## src/tmr_pkg.sv

```systemverilog
// Constants and types shared by the timer compare, flag and prescaler block
package tmr_pkg;

   // Register byte offsets on the AXI4-Lite slave
   localparam logic [7:0] OFS_CMP_A = 8'h00;
   localparam logic [7:0] OFS_CMP_B = 8'h04;
   localparam logic [7:0] OFS_MASK = 8'h08;
   localparam logic [7:0] OFS_FLAGS = 8'h0C;
   localparam logic [7:0] OFS_GCTRL = 8'h10;
   localparam logic [7:0] OFS_TCTRL = 8'h14;
   localparam logic [7:0] OFS_STATUS = 8'h18;

   // Bit positions in the mask, flag, general control and timer control registers
   localparam int MASK_CMPB_BIT = 3;
   localparam int MASK_CMPA_BIT = 2;
   localparam int MASK_OVF_BIT = 1;
   localparam int FLAG_CMPA_BIT = 4;
   localparam int FLAG_CMPB_BIT = 3;
   localparam int FLAG_OVF_BIT = 1;
   localparam int GCTRL_SYNC_BIT = 7;
   localparam int GCTRL_PSR_BIT = 0;
   localparam int TCTRL_CS_LSB = 0;
   localparam int TCTRL_WGM_LSB = 3;
   localparam logic [7:0] REG_RESET = 8'h00;

   // Clock select field codes
   localparam logic [2:0] CS_STOP = 3'h0;
   localparam logic [2:0] CS_SYS = 3'h1;
   localparam logic [2:0] CS_DIV8 = 3'h2;
   localparam logic [2:0] CS_DIV64 = 3'h3;
   localparam logic [2:0] CS_DIV256 = 3'h4;
   localparam logic [2:0] CS_DIV1024 = 3'h5;
   localparam logic [2:0] CS_EXT_FALL = 3'h6;
   localparam logic [2:0] CS_EXT_RISE = 3'h7;

   // Wave mode field codes
   localparam logic [2:0] WGM_NORMAL = 3'h0;
   localparam logic [2:0] WGM_PC_MAX = 3'h1;
   localparam logic [2:0] WGM_CTC = 3'h2;
   localparam logic [2:0] WGM_FAST_MAX = 3'h3;
   localparam logic [2:0] WGM_PC_TOPA = 3'h5;
   localparam logic [2:0] WGM_FAST_TOPA = 3'h7;

   localparam logic [7:0] CNT_MAX = 8'hFF;
   localparam logic [7:0] CNT_BOTTOM = 8'h00;

   // Prescaler taps: a tap fires when the low bits are all ones
   localparam int PRESC_W = 10;
   localparam logic [9:0] TAP_DIV8 = 10'h007;
   localparam logic [9:0] TAP_DIV64 = 10'h03F;
   localparam logic [9:0] TAP_DIV256 = 10'h0FF;
   localparam logic [9:0] TAP_DIV1024 = 10'h3FF;

   localparam logic [1:0] RESP_OKAY = 2'h0;
   localparam logic [1:0] RESP_SLVERR = 2'h2;

   typedef struct packed {
      logic cmpA;
      logic cmpB;
      logic ovf;
   } tmr_evt_t;

endpackage

```

## src/tmr_ext_edge.sv

```systemverilog
// Two-stage synchroniser and edge detector for the external count pin
`timescale 1ns/10ps
`default_nettype none
module tmr_ext_edge (
   input wire logic clk_sys,
   input wire logic rst_n,
   input wire logic extCountPin,
   output logic riseEdge,
   output logic fallEdge
);
   logic syncFirst;
   logic syncSecond;
   logic pinLast;

   always_ff @(posedge clk_sys) begin
      if (!rst_n) begin
         syncFirst <= 1'b0;
         syncSecond <= 1'b0;
         pinLast <= 1'b0;
      end else begin
         syncFirst <= extCountPin;
         syncSecond <= syncFirst;
         pinLast <= syncSecond;
      end
   end

   assign riseEdge = syncSecond && !pinLast;
   assign fallEdge = !syncSecond && pinLast;
endmodule
`default_nettype wire

```

## src/tmr_timer0_cmp.sv

```systemverilog
// Compare, interrupt flag and prescaler logic of the 8-bit timer with AXI4-Lite registers
//
// Decided for this implementation: the AXI4-Lite interface to the registers and the placing of the registers.
`timescale 1ns/10ps
`default_nettype none
module tmr_timer0_cmp (
   input wire logic clk_sys,
   input wire logic rst_n,
   input wire logic [7:0] s_axi_awaddr,
   input wire logic s_axi_awvalid,
   output logic s_axi_awready,
   input wire logic [31:0] s_axi_wdata,
   input wire logic [3:0] s_axi_wstrb,
   input wire logic s_axi_wvalid,
   output logic s_axi_wready,
   output logic [1:0] s_axi_bresp,
   output logic s_axi_bvalid,
   input wire logic s_axi_bready,
   input wire logic [7:0] s_axi_araddr,
   input wire logic s_axi_arvalid,
   output logic s_axi_arready,
   output logic [31:0] s_axi_rdata,
   output logic [1:0] s_axi_rresp,
   output logic s_axi_rvalid,
   input wire logic s_axi_rready,
   input wire logic [7:0] counterValue,
   input wire logic globalIrqEn,
   input wire tmr_pkg::tmr_evt_t vectorAck,
   input wire logic extCountPin,
   output logic countPulse,
   output var tmr_pkg::tmr_evt_t eventPulse,
   output var tmr_pkg::tmr_evt_t irqReq,
   output logic [2:0] clockSelect,
   output logic [2:0] waveMode
);
   logic [7:0] awAddrQ;
   logic [7:0] wDataQ;
   logic wLaneQ;
   logic wrEn;
   logic [7:0] compareA;
   logic [7:0] compareB;
   tmr_pkg::tmr_evt_t irqEn;
   tmr_pkg::tmr_evt_t flags;
   tmr_pkg::tmr_evt_t flagClr;
   logic syncMode;
   logic prescReset;
   logic [tmr_pkg::PRESC_W-1:0] prescaler;
   logic countPulseD;
   logic extRise;
   logic extFall;
   logic next_countPulse;
   logic ovfPoint;
   logic [7:0] regRead;

   function automatic logic isMapped(input logic [7:0] addr);
      return addr == tmr_pkg::OFS_CMP_A || addr == tmr_pkg::OFS_CMP_B
         || addr == tmr_pkg::OFS_MASK || addr == tmr_pkg::OFS_FLAGS
         || addr == tmr_pkg::OFS_GCTRL || addr == tmr_pkg::OFS_TCTRL
         || addr == tmr_pkg::OFS_STATUS;
   endfunction

   function automatic logic wrHit(input logic [7:0] ofs);
      return wrEn && wLaneQ && awAddrQ == ofs;
   endfunction

   function automatic logic tapHit(input logic [tmr_pkg::PRESC_W-1:0] cnt,
                                   input logic [tmr_pkg::PRESC_W-1:0] tap);
      return (cnt & tap) == tap;
   endfunction

   // Write channel: address and data taken in either order
   assign wrEn = !s_axi_awready && !s_axi_wready && !s_axi_bvalid;

   always_ff @(posedge clk_sys) begin
      if (!rst_n) begin
         s_axi_awready <= 1'b1;
         s_axi_wready <= 1'b1;
         s_axi_bvalid <= 1'b0;
         s_axi_bresp <= tmr_pkg::RESP_OKAY;
         awAddrQ <= tmr_pkg::REG_RESET;
         wDataQ <= tmr_pkg::REG_RESET;
         wLaneQ <= 1'b0;
      end else begin
         if (s_axi_awvalid && s_axi_awready) begin
            s_axi_awready <= 1'b0;
            awAddrQ <= s_axi_awaddr;
         end
         if (s_axi_wvalid && s_axi_wready) begin
            s_axi_wready <= 1'b0;
            wDataQ <= s_axi_wdata[7:0];
            wLaneQ <= s_axi_wstrb[0];
         end
         if (wrEn) begin
            s_axi_bvalid <= 1'b1;
            s_axi_bresp <= isMapped(awAddrQ) ? tmr_pkg::RESP_OKAY : tmr_pkg::RESP_SLVERR;
         end
         if (s_axi_bvalid && s_axi_bready) begin
            s_axi_bvalid <= 1'b0;
            s_axi_awready <= 1'b1;
            s_axi_wready <= 1'b1;
         end
      end
   end

   // Plain read/write registers
   always_ff @(posedge clk_sys) begin
      if (!rst_n) begin
         compareA <= tmr_pkg::REG_RESET;
         compareB <= tmr_pkg::REG_RESET;
         irqEn <= '0;
         clockSelect <= tmr_pkg::CS_STOP;
         waveMode <= tmr_pkg::WGM_NORMAL;
      end else begin
         if (wrHit(tmr_pkg::OFS_CMP_A)) begin
            compareA <= wDataQ;
         end
         if (wrHit(tmr_pkg::OFS_CMP_B)) begin
            compareB <= wDataQ;
         end
         if (wrHit(tmr_pkg::OFS_MASK)) begin
            irqEn.cmpA <= wDataQ[tmr_pkg::MASK_CMPA_BIT];
            irqEn.cmpB <= wDataQ[tmr_pkg::MASK_CMPB_BIT];
            irqEn.ovf <= wDataQ[tmr_pkg::MASK_OVF_BIT];
         end
         if (wrHit(tmr_pkg::OFS_TCTRL)) begin
            clockSelect <= wDataQ[tmr_pkg::TCTRL_CS_LSB +: 3];
            waveMode <= wDataQ[tmr_pkg::TCTRL_WGM_LSB +: 3];
         end
      end
   end

   // General control: sync mode and prescaler reset
   always_ff @(posedge clk_sys) begin
      if (!rst_n) begin
         syncMode <= 1'b0;
         prescReset <= 1'b0;
      end else if (wrHit(tmr_pkg::OFS_GCTRL)) begin
         // written reset value kept under sync mode
         syncMode <= wDataQ[tmr_pkg::GCTRL_SYNC_BIT];
         prescReset <= wDataQ[tmr_pkg::GCTRL_PSR_BIT];
      end else if (!syncMode) begin
         prescReset <= 1'b0;
      end
   end

   // free-running prescaler, only the reset bit stops it
   always_ff @(posedge clk_sys) begin
      if (!rst_n || prescReset) begin
         prescaler <= '0;
      end else begin
         prescaler <= prescaler + 1'b1;
      end
   end

   tmr_ext_edge u_ext_edge (
      .clk_sys(clk_sys),
      .rst_n(rst_n),
      .extCountPin(extCountPin),
      .riseEdge(extRise),
      .fallEdge(extFall)
   );

   // count source select, pin edges bypass prescaler
   always_comb begin
      next_countPulse = 1'b0;
      unique case (clockSelect)
         tmr_pkg::CS_STOP: next_countPulse = 1'b0;
         tmr_pkg::CS_SYS: next_countPulse = 1'b1;
         tmr_pkg::CS_DIV8: next_countPulse = tapHit(prescaler, tmr_pkg::TAP_DIV8);
         tmr_pkg::CS_DIV64: next_countPulse = tapHit(prescaler, tmr_pkg::TAP_DIV64);
         tmr_pkg::CS_DIV256: next_countPulse = tapHit(prescaler, tmr_pkg::TAP_DIV256);
         tmr_pkg::CS_DIV1024: next_countPulse = tapHit(prescaler, tmr_pkg::TAP_DIV1024);
         // one pulse per selected pin edge
         tmr_pkg::CS_EXT_FALL: next_countPulse = extFall;
         tmr_pkg::CS_EXT_RISE: next_countPulse = extRise;
      endcase
      // Held prescaler reset halts the timer
      if (prescReset) begin
         next_countPulse = 1'b0;
      end
   end

   // pulse register closes the pin-to-count path
   always_ff @(posedge clk_sys) begin
      if (!rst_n) begin
         countPulse <= 1'b0;
         countPulseD <= 1'b0;
      end else begin
         countPulse <= next_countPulse;
         countPulseD <= countPulse;
      end
   end

   always_comb begin
      unique case (waveMode)
         tmr_pkg::WGM_NORMAL, tmr_pkg::WGM_CTC, tmr_pkg::WGM_FAST_MAX:
            ovfPoint = counterValue == tmr_pkg::CNT_MAX;
         tmr_pkg::WGM_PC_MAX, tmr_pkg::WGM_PC_TOPA:
            ovfPoint = counterValue == tmr_pkg::CNT_BOTTOM;
         tmr_pkg::WGM_FAST_TOPA:
            ovfPoint = counterValue == compareA;
         default:
            ovfPoint = 1'b0;
      endcase
   end

   // events on the updated counter value
   always_ff @(posedge clk_sys) begin
      if (!rst_n) begin
         eventPulse <= '0;
      end else begin
         eventPulse.cmpA <= countPulseD && counterValue == compareA;
         eventPulse.cmpB <= countPulseD && counterValue == compareB;
         eventPulse.ovf <= countPulseD && ovfPoint;
      end
   end

   // vector or written one clears a flag
   always_comb begin
      flagClr = vectorAck;
      if (wrHit(tmr_pkg::OFS_FLAGS)) begin
         flagClr.cmpA = flagClr.cmpA | wDataQ[tmr_pkg::FLAG_CMPA_BIT];
         flagClr.cmpB = flagClr.cmpB | wDataQ[tmr_pkg::FLAG_CMPB_BIT];
         flagClr.ovf = flagClr.ovf | wDataQ[tmr_pkg::FLAG_OVF_BIT];
      end
   end

   // set wins over clear, zero writes keep flags
   always_ff @(posedge clk_sys) begin
      if (!rst_n) begin
         flags <= '0;
      end else begin
         flags <= (flags & ~flagClr) | eventPulse;
      end
   end

   // request is flag AND enable AND global
   always_ff @(posedge clk_sys) begin
      if (!rst_n) begin
         irqReq <= '0;
      end else begin
         irqReq <= flags & irqEn & {3{globalIrqEn}};
      end
   end

   always_comb begin
      regRead = '0;
      unique case (s_axi_araddr)
         tmr_pkg::OFS_CMP_A: regRead = compareA;
         tmr_pkg::OFS_CMP_B: regRead = compareB;
         tmr_pkg::OFS_MASK: begin
            regRead[tmr_pkg::MASK_CMPA_BIT] = irqEn.cmpA;
            regRead[tmr_pkg::MASK_CMPB_BIT] = irqEn.cmpB;
            regRead[tmr_pkg::MASK_OVF_BIT] = irqEn.ovf;
         end
         tmr_pkg::OFS_FLAGS: begin
            regRead[tmr_pkg::FLAG_CMPA_BIT] = flags.cmpA;
            regRead[tmr_pkg::FLAG_CMPB_BIT] = flags.cmpB;
            regRead[tmr_pkg::FLAG_OVF_BIT] = flags.ovf;
         end
         tmr_pkg::OFS_GCTRL: begin
            regRead[tmr_pkg::GCTRL_SYNC_BIT] = syncMode;
            regRead[tmr_pkg::GCTRL_PSR_BIT] = prescReset;
         end
         tmr_pkg::OFS_TCTRL: begin
            regRead[tmr_pkg::TCTRL_CS_LSB +: 3] = clockSelect;
            regRead[tmr_pkg::TCTRL_WGM_LSB +: 3] = waveMode;
         end
         tmr_pkg::OFS_STATUS: regRead = counterValue;
         default: regRead = '0;
      endcase
   end

   // Read channel: one read outstanding
   always_ff @(posedge clk_sys) begin
      if (!rst_n) begin
         s_axi_arready <= 1'b1;
         s_axi_rvalid <= 1'b0;
         s_axi_rdata <= '0;
         s_axi_rresp <= tmr_pkg::RESP_OKAY;
      end else if (s_axi_arvalid && s_axi_arready) begin
         s_axi_arready <= 1'b0;
         s_axi_rvalid <= 1'b1;
         s_axi_rdata <= {24'h000000, regRead};
         s_axi_rresp <= isMapped(s_axi_araddr) ? tmr_pkg::RESP_OKAY : tmr_pkg::RESP_SLVERR;
      end else if (s_axi_rvalid && s_axi_rready) begin
         s_axi_rvalid <= 1'b0;
         s_axi_arready <= 1'b1;
      end
   end
endmodule
`default_nettype wire

```

## config.mk

```make
export PLATFORM = sky130hd
export DESIGN_NAME = tmr_timer0_cmp
export DESIGN_NICKNAME = d
export VERILOG_FILES = /design/src/tmr_pkg.sv /design/src/tmr_ext_edge.sv /design/src/tmr_timer0_cmp.sv
export SDC_FILE = /design/constraint.sdc
export NUM_CORES = 1
export LEC_CHECK = 0
export BUFFER_PORTS_ARGS = -buffer_cell sky130_fd_sc_hd__buf_4
export CAP_MARGIN = 20
export CELL_PAD_IN_SITES_DETAIL_PLACEMENT = 1
export CELL_PAD_IN_SITES_GLOBAL_PLACEMENT = 1
export CORE_ASPECT_RATIO = 0.9
export CORE_MARGIN = 5
export CORE_UTILIZATION = 38
export DETAILED_ROUTE_END_ITERATION = 7
export GPL_TIMING_DRIVEN = 0
export PLACE_DENSITY_LB_ADDON = 0.1
export SYNTH_ARGS = -nofsm -noshare
export SYNTH_HDL_FRONTEND = slang
export SYNTH_HIERARCHICAL = 1
export SYNTH_SLANG_ARGS = --single-unit
export TNS_END_PERCENT = 30
```

## constraint.sdc

```tcl
create_clock -name clk_sys -period 1.9 [get_ports clk_sys]
set_input_delay 0.38 -clock clk_sys [delete_from_list [all_inputs] [get_ports clk_sys]]
set_output_delay 0.38 -clock clk_sys [all_outputs]
set_load 0.005 [all_outputs]
```

Word level (Yosys, flattened, before mapping). Index checks and enable logic that the tools add are counted.

Add/sub/neg operators: 1. Equal/unequal tests: 32. Multiplexer cells: 19. Bitwise logic cells: 9. Reductions and logical operators: 48.

Operators by type and width (number): $eq 8x5->1 const B (6); $eq 8x4->1 const B (4); $logic_not 8->1 (3); $eq 3x3->1 const B (7); $logic_and 1x1->1 (19); $eq 8x3->1 const B (2); $eq 8x8->1 (2); $eq 8x8->1 const B (2); $pmux 1 s5 (3); $logic_or 1x1->1 (13); $eq 3x2->1 const B (4); $pmux 1 s6 (2); $add 10x1->10 const B (1); $eq 10x10->1 const B (1); $and 3x3->3 (3); $pmux 1 s4 (2); $pmux 1 s8 (1); $eq 3x1->1 const B (2); $eq 6x6->1 const B (1); $logic_not 1->1 (6); $logic_not 3->1 (2); $mux 1 (6); $pmux 1 s3 (2); $reduce_or 2->1 (3); 9 further kinds (12).

Register bits: 85. Input bits: 72. Output and inout bits: 54.

Depth between registers and ports, before layout.
Depth after elaboration: 9. Mapped depth: 6. Gate-level depth less buffers: 5.

Hierarchy. Netlist, hierarchy kept.

Modules (own cells, without submodules): tmr_timer0_cmp (times used 1, cells each 417, area each 3828.7 um^2, sequential area each 1601.5 um^2); tmr_ext_edge (times used 1, cells each 8, area each 91.3 um^2, sequential area each 60.1 um^2).

Worst setup path before layout. OpenSTA, ideal clock, no wires.

Kind: reg2reg. From: register s_axi_bvalid. To: register compareA[0]. Arrival: 1.648 ns. Required time: 1.784 ns. Setup slack: 0.136 ns. Cell stages (with the launch flop): 6. Buffers on the path: 0. Clock period less this slack: 1.764 ns. Cells stage by stage: dfxtp_1 or3_4 nor4_4 nand2_4 mux2i_1 nor2b_1.

Longest elaborated chain between the ends: 4.

Ends and longest elaborated chain: start, declared (line tmr_timer0_cmp.sv:17) `output logic s_axi_bvalid,`; start signal, assigned (line tmr_timer0_cmp.sv:78) `s_axi_bvalid <= 1'b0;`; start signal, assigned (line tmr_timer0_cmp.sv:94) `s_axi_bvalid <= 1'b1;`; start signal, assigned (line tmr_timer0_cmp.sv:98) `s_axi_bvalid <= 1'b0;`; $logic_not 1->1 (line tmr_timer0_cmp.sv:72) `assign wrEn = !s_axi_awready && !s_axi_wready && !s_axi_bvalid;`; $logic_and 1x1->1 (line tmr_timer0_cmp.sv:72); $logic_and 1x1->1 (2 in series) (line tmr_timer0_cmp.sv:63) `return wrEn && wLaneQ && awAddrQ == ofs;`; end signal, assigned (line tmr_timer0_cmp.sv:108) `compareA <= tmr_pkg::REG_RESET;`; end signal, assigned (line tmr_timer0_cmp.sv:115) `compareA <= wDataQ;`; end, declared (line tmr_timer0_cmp.sv:40) `logic [7:0] compareA;`.

Every way passes these cells. A chain may end at the register's enable or synchronous reset.

Final worst setup path.
From: register awAddrQ[0]. To: register clockSelect[1].

Longest elaborated chain between the ends: 2.

Ends and longest elaborated chain: start, declared (line tmr_timer0_cmp.sv:36) `logic [7:0] awAddrQ;`; start signal, assigned (line tmr_timer0_cmp.sv:80) `awAddrQ <= tmr_pkg::REG_RESET;`; start signal, assigned (line tmr_timer0_cmp.sv:86) `awAddrQ <= s_axi_awaddr;`; $eq 8x5->1 (line tmr_timer0_cmp.sv:63); $logic_and 1x1->1 (line tmr_timer0_cmp.sv:63); end signal, assigned (line tmr_timer0_cmp.sv:111) `clockSelect <= tmr_pkg::CS_STOP;`; end signal, assigned (line tmr_timer0_cmp.sv:126) `clockSelect <= wDataQ[tmr_pkg::TCTRL_CS_LSB +: 3];`; end, declared (line tmr_timer0_cmp.sv:33) `output logic [2:0] clockSelect,`.

Every way passes these cells.

==> summary.txt <==
Clocking
  – Maximum root-to-sink buffer count: 2
  – CTS Hold Buffers Added: 0
  – CTS tree: yes
  – Cell at the root of the clock tree: sky130_fd_sc_hd__clkbuf_16
  – Total CTS buffers: 9
  – Source-to-sink clock delay at the later pin of the worst-skew pair: 0.34 ns
  – Depth of the CTS H-tree: 3
  – Clock-pin slew reported for the worst setup and hold paths after clock tree synthesis: 0.07 ns
  – Total clock sinks: 83

Worst setup path
  – Type of origin of the critical path: register
  – Type of the worst setup path: register to register
  – Crit path cell chain: or3b_4 > nor4_4 > buf_4 > nand3_4 > mux2i_1 > nor2b_1
  – Worst path bufs/invs: 1
  – Worst-path fanout max: 6
  – Stage delay of the slowest cell on the critical path: between 0.4 and 0.5 ns
  – FF-to-FF path depth: 6
  – Master of the slowest instance on the critical path: sky130_fd_sc_hd__or3b_4
  – Type of element capturing the critical path: register
  – Stages on worst setup path: 6
  – Critical path data arrival time: 1.99 ns
  – Worst Path Required: 2.13 ns
  – Largest delay contributor family on the critical path: simple AND/OR/NAND/NOR gates

Placed design
  – Pre-CTS setup slack: -0.0895 ns
  – Number of input and output port buffers inserted: 69
  – Final weighted congestion of routability-driven global placement: ~0.86
  – DP HPWL: 8.55 mm

Cells and area
  – Area growth from synthesis to layout: 28.2%
  – Layout cell share with drive strength beyond 1: 0.235
  – Most common cell after layout, fill and taps aside: sky130_fd_sc_hd__buf_4
  – Number of inserted diodes: 0
  – Number of nets at the end of the flow: 606
  – Top library cells by usage in the layout, fill and taps aside: 97 x sky130_fd_sc_hd__buf_4, 83 x sky130_fd_sc_hd__dfxtp_1, 36 x sky130_fd_sc_hd__nor2b_1

STA
  – Worst max-slew margin expressed relative to the limit: 0.549
  – Hold Fails Final Rpt: 0
  – Crit path time final: around 1.8 ns
  – Final-report setup violation count: 0
  – Skew final: between 0.009 and 0.01 ns
  – Setup repair after global routing missed its margin: false
  – Worst-margin pin slew: slightly below 0.7 ns
  – Sum Neg Setup Slack: 0 ns
  – Pins Over Slew Limit: 0
  – Period utilization: 0.929
  – Maximum clock rate: 0.566 GHz
  – Slack of the critical path: 0.134 ns

Route
  – Detailed-router iteration count before antenna repair: 6
  – First-iteration detailed-routing DRC count: 110
  – Detailed-route wire length per cell: 16.5 µm
  – Total DRC errors in the routed layout: 0
  – Via count: around 3,300
  – Routed wire length: 11.0 mm
  – Antenna-violating nets left: 0
  – Via density: around 5

Die
  – Height of the die: 106 µm
  – Cell row count: 35
  – Core area: between 10,000 and 15,000 µm²
  – Count of boundary I/O pins: 126
  – Starting density of the core: 0.386
  – Floorplan die width: 117 µm
  – Die ar.: 12,400 µm²

Yosys
  – Fraction of synthesis flops using an asynchronous set or reset pin: 0
  – Most common flop cell mapped by yosys: sky130_fd_sc_hd__dfxtp_1
  – Mean area per synthesized cell: slightly above 9 µm²
  – Count of cell types in the netlist: 46
  – Register bit count reported by yosys: 83
  – Syn. warnings: 6
  – EDFF count, synth: 0
  – Sequential cell area fraction in the yosys report: 0.424
  – Cell area after synthesis: ~4000 µm²
  – Synthesized instance count: 425

Global route
  – Residual overflow from global routing: 0
  – First-pass GRT wire length: 17.7 mm
  – Global router's overall resource usage: 0.182
  – Initial antenna violation count: 0
  – Number of global-route vias before repair: 3,562
  – Largest net degree at the start of global routing: 15

Hold path
  – Min-delay worst type: input port to register
  – Number of cells on the worst hold path: 2

Pwr
  – Leak: 2.21 nW
  – Power density over cell area: 792 nW/µm²
  – IR Drop Worst-Case VDD: approximately 0.47 mV

Run status
  – Outcome: complete, no violations

Run
  – Total of max-cap violations: 0
==> cells in the mapped netlist, types with 10 or more instances <==
cell type | number | area share
sky130_fd_sc_hd__a21boi_0 | 20 | 0.038
sky130_fd_sc_hd__o21ai_0 | 16 | 0.020
sky130_fd_sc_hd__nor2b_1 | 36 | 0.057
sky130_fd_sc_hd__nand2_1 | 27 | 0.026
sky130_fd_sc_hd__nand3_1 | 30 | 0.038
sky130_fd_sc_hd__and3_1 | 10 | 0.016
sky130_fd_sc_hd__xnor2_1 | 17 | 0.038
sky130_fd_sc_hd__dfxtp_1 | 83 | 0.42
sky130_fd_sc_hd__nor2_1 | 18 | 0.017
sky130_fd_sc_hd__mux2i_1 | 31 | 0.079
sky130_fd_sc_hd__buf_4 | 26 | 0.050
sky130_fd_sc_hd__clkbuf_1 | 18 | 0.017
==> cells by family after synthesis <==
kind of cell	count (synthesis)	synth area share
AOI/OAI and AO/OA	73	0.127
xor gates and xnor gates	23	0.0514
adders and majority gates	2	0.00638
buffers and inverters	54	0.0766
DFF	83	0.424
muxes	36	0.0964
other	1	0.000957
and+or+nand+nor	153	0.218
==> power breakdown <==
group	switching, mW	internal (mW)
Sequential	0.0446	1.78
Combinational	0.196	0.193
Clock	0.709	1.05
Total	0.949	3.03
==> through the flow <==
step	cells	instance area, µm²	util	hold WS, ns	power (mW)
floorplan	450	4010	-	0.412	2.08
global placement	648	4690	0.462	0.420	2.24
detailed placement	648	4690	0.462	0.423	2.25
CTS	666	5010	0.493	0.237	4.02
global route	666	5020	0.494	0.246	4.13
finish	666	5020	0.494	0.245	3.98
==> final cells by class <==
cell class,count,area [µm²]
Buffer,46,272
Timing Repair Buffer,71,533
Fill cell,1230,5140
Inverter,8,30.0
Multi-Input combinational cell,313,2060
Clock inverter,6,65.1
Sequential cell,83,1660
Tap cell,129,161
Clock buffer,10,239
==> repair_timing <==
action / CTS / global route
gates resized for setup: 0 / 4
setup buffers: 2 / 0
endpoints found under the setup margin: 24 / 9
pin swaps: 1 / 0
==> final timing paths <==
kind	startpoint	slack (ns)	endpoint
max reg2reg	awAddrQ[0]	0.13	clockSelect[1]
min reg2reg	u_ext_edge/syncFirst	0.43	u_ext_edge/syncSecond
min	extCountPin	0.24	u_ext_edge/syncFirst
max	awAddrQ[0]	0.13	clockSelect[1]
==> state kept, by name, indices dropped and copies added (netlist names), 3 cells and up <==
register and count:
awAddrQ 8, clockSelect 3, compareA 8, compareB 8, eventPulse 3, flags 3
irqEn 3, irqReq 3, prescaler 10, s_axi_rdata 8, wDataQ 8, waveMode 3
==> per-layer routing <==
| metal | vias up | share of wire | GRT usage |
|---|---|---|---|
| met5 | - | 0 | 0 |
| met4 | 0 | 0.016 | 0.0500 |
| met3 | 13 | 0.054 | 0.0472 |
| met2 | 92 | 0.47 | 0.297 |
| met1 | 1586 | 0.46 | 0.237 |
| li1 | 1646 | - | - |
No activity file was read; power rests on OpenSTA's default activity.
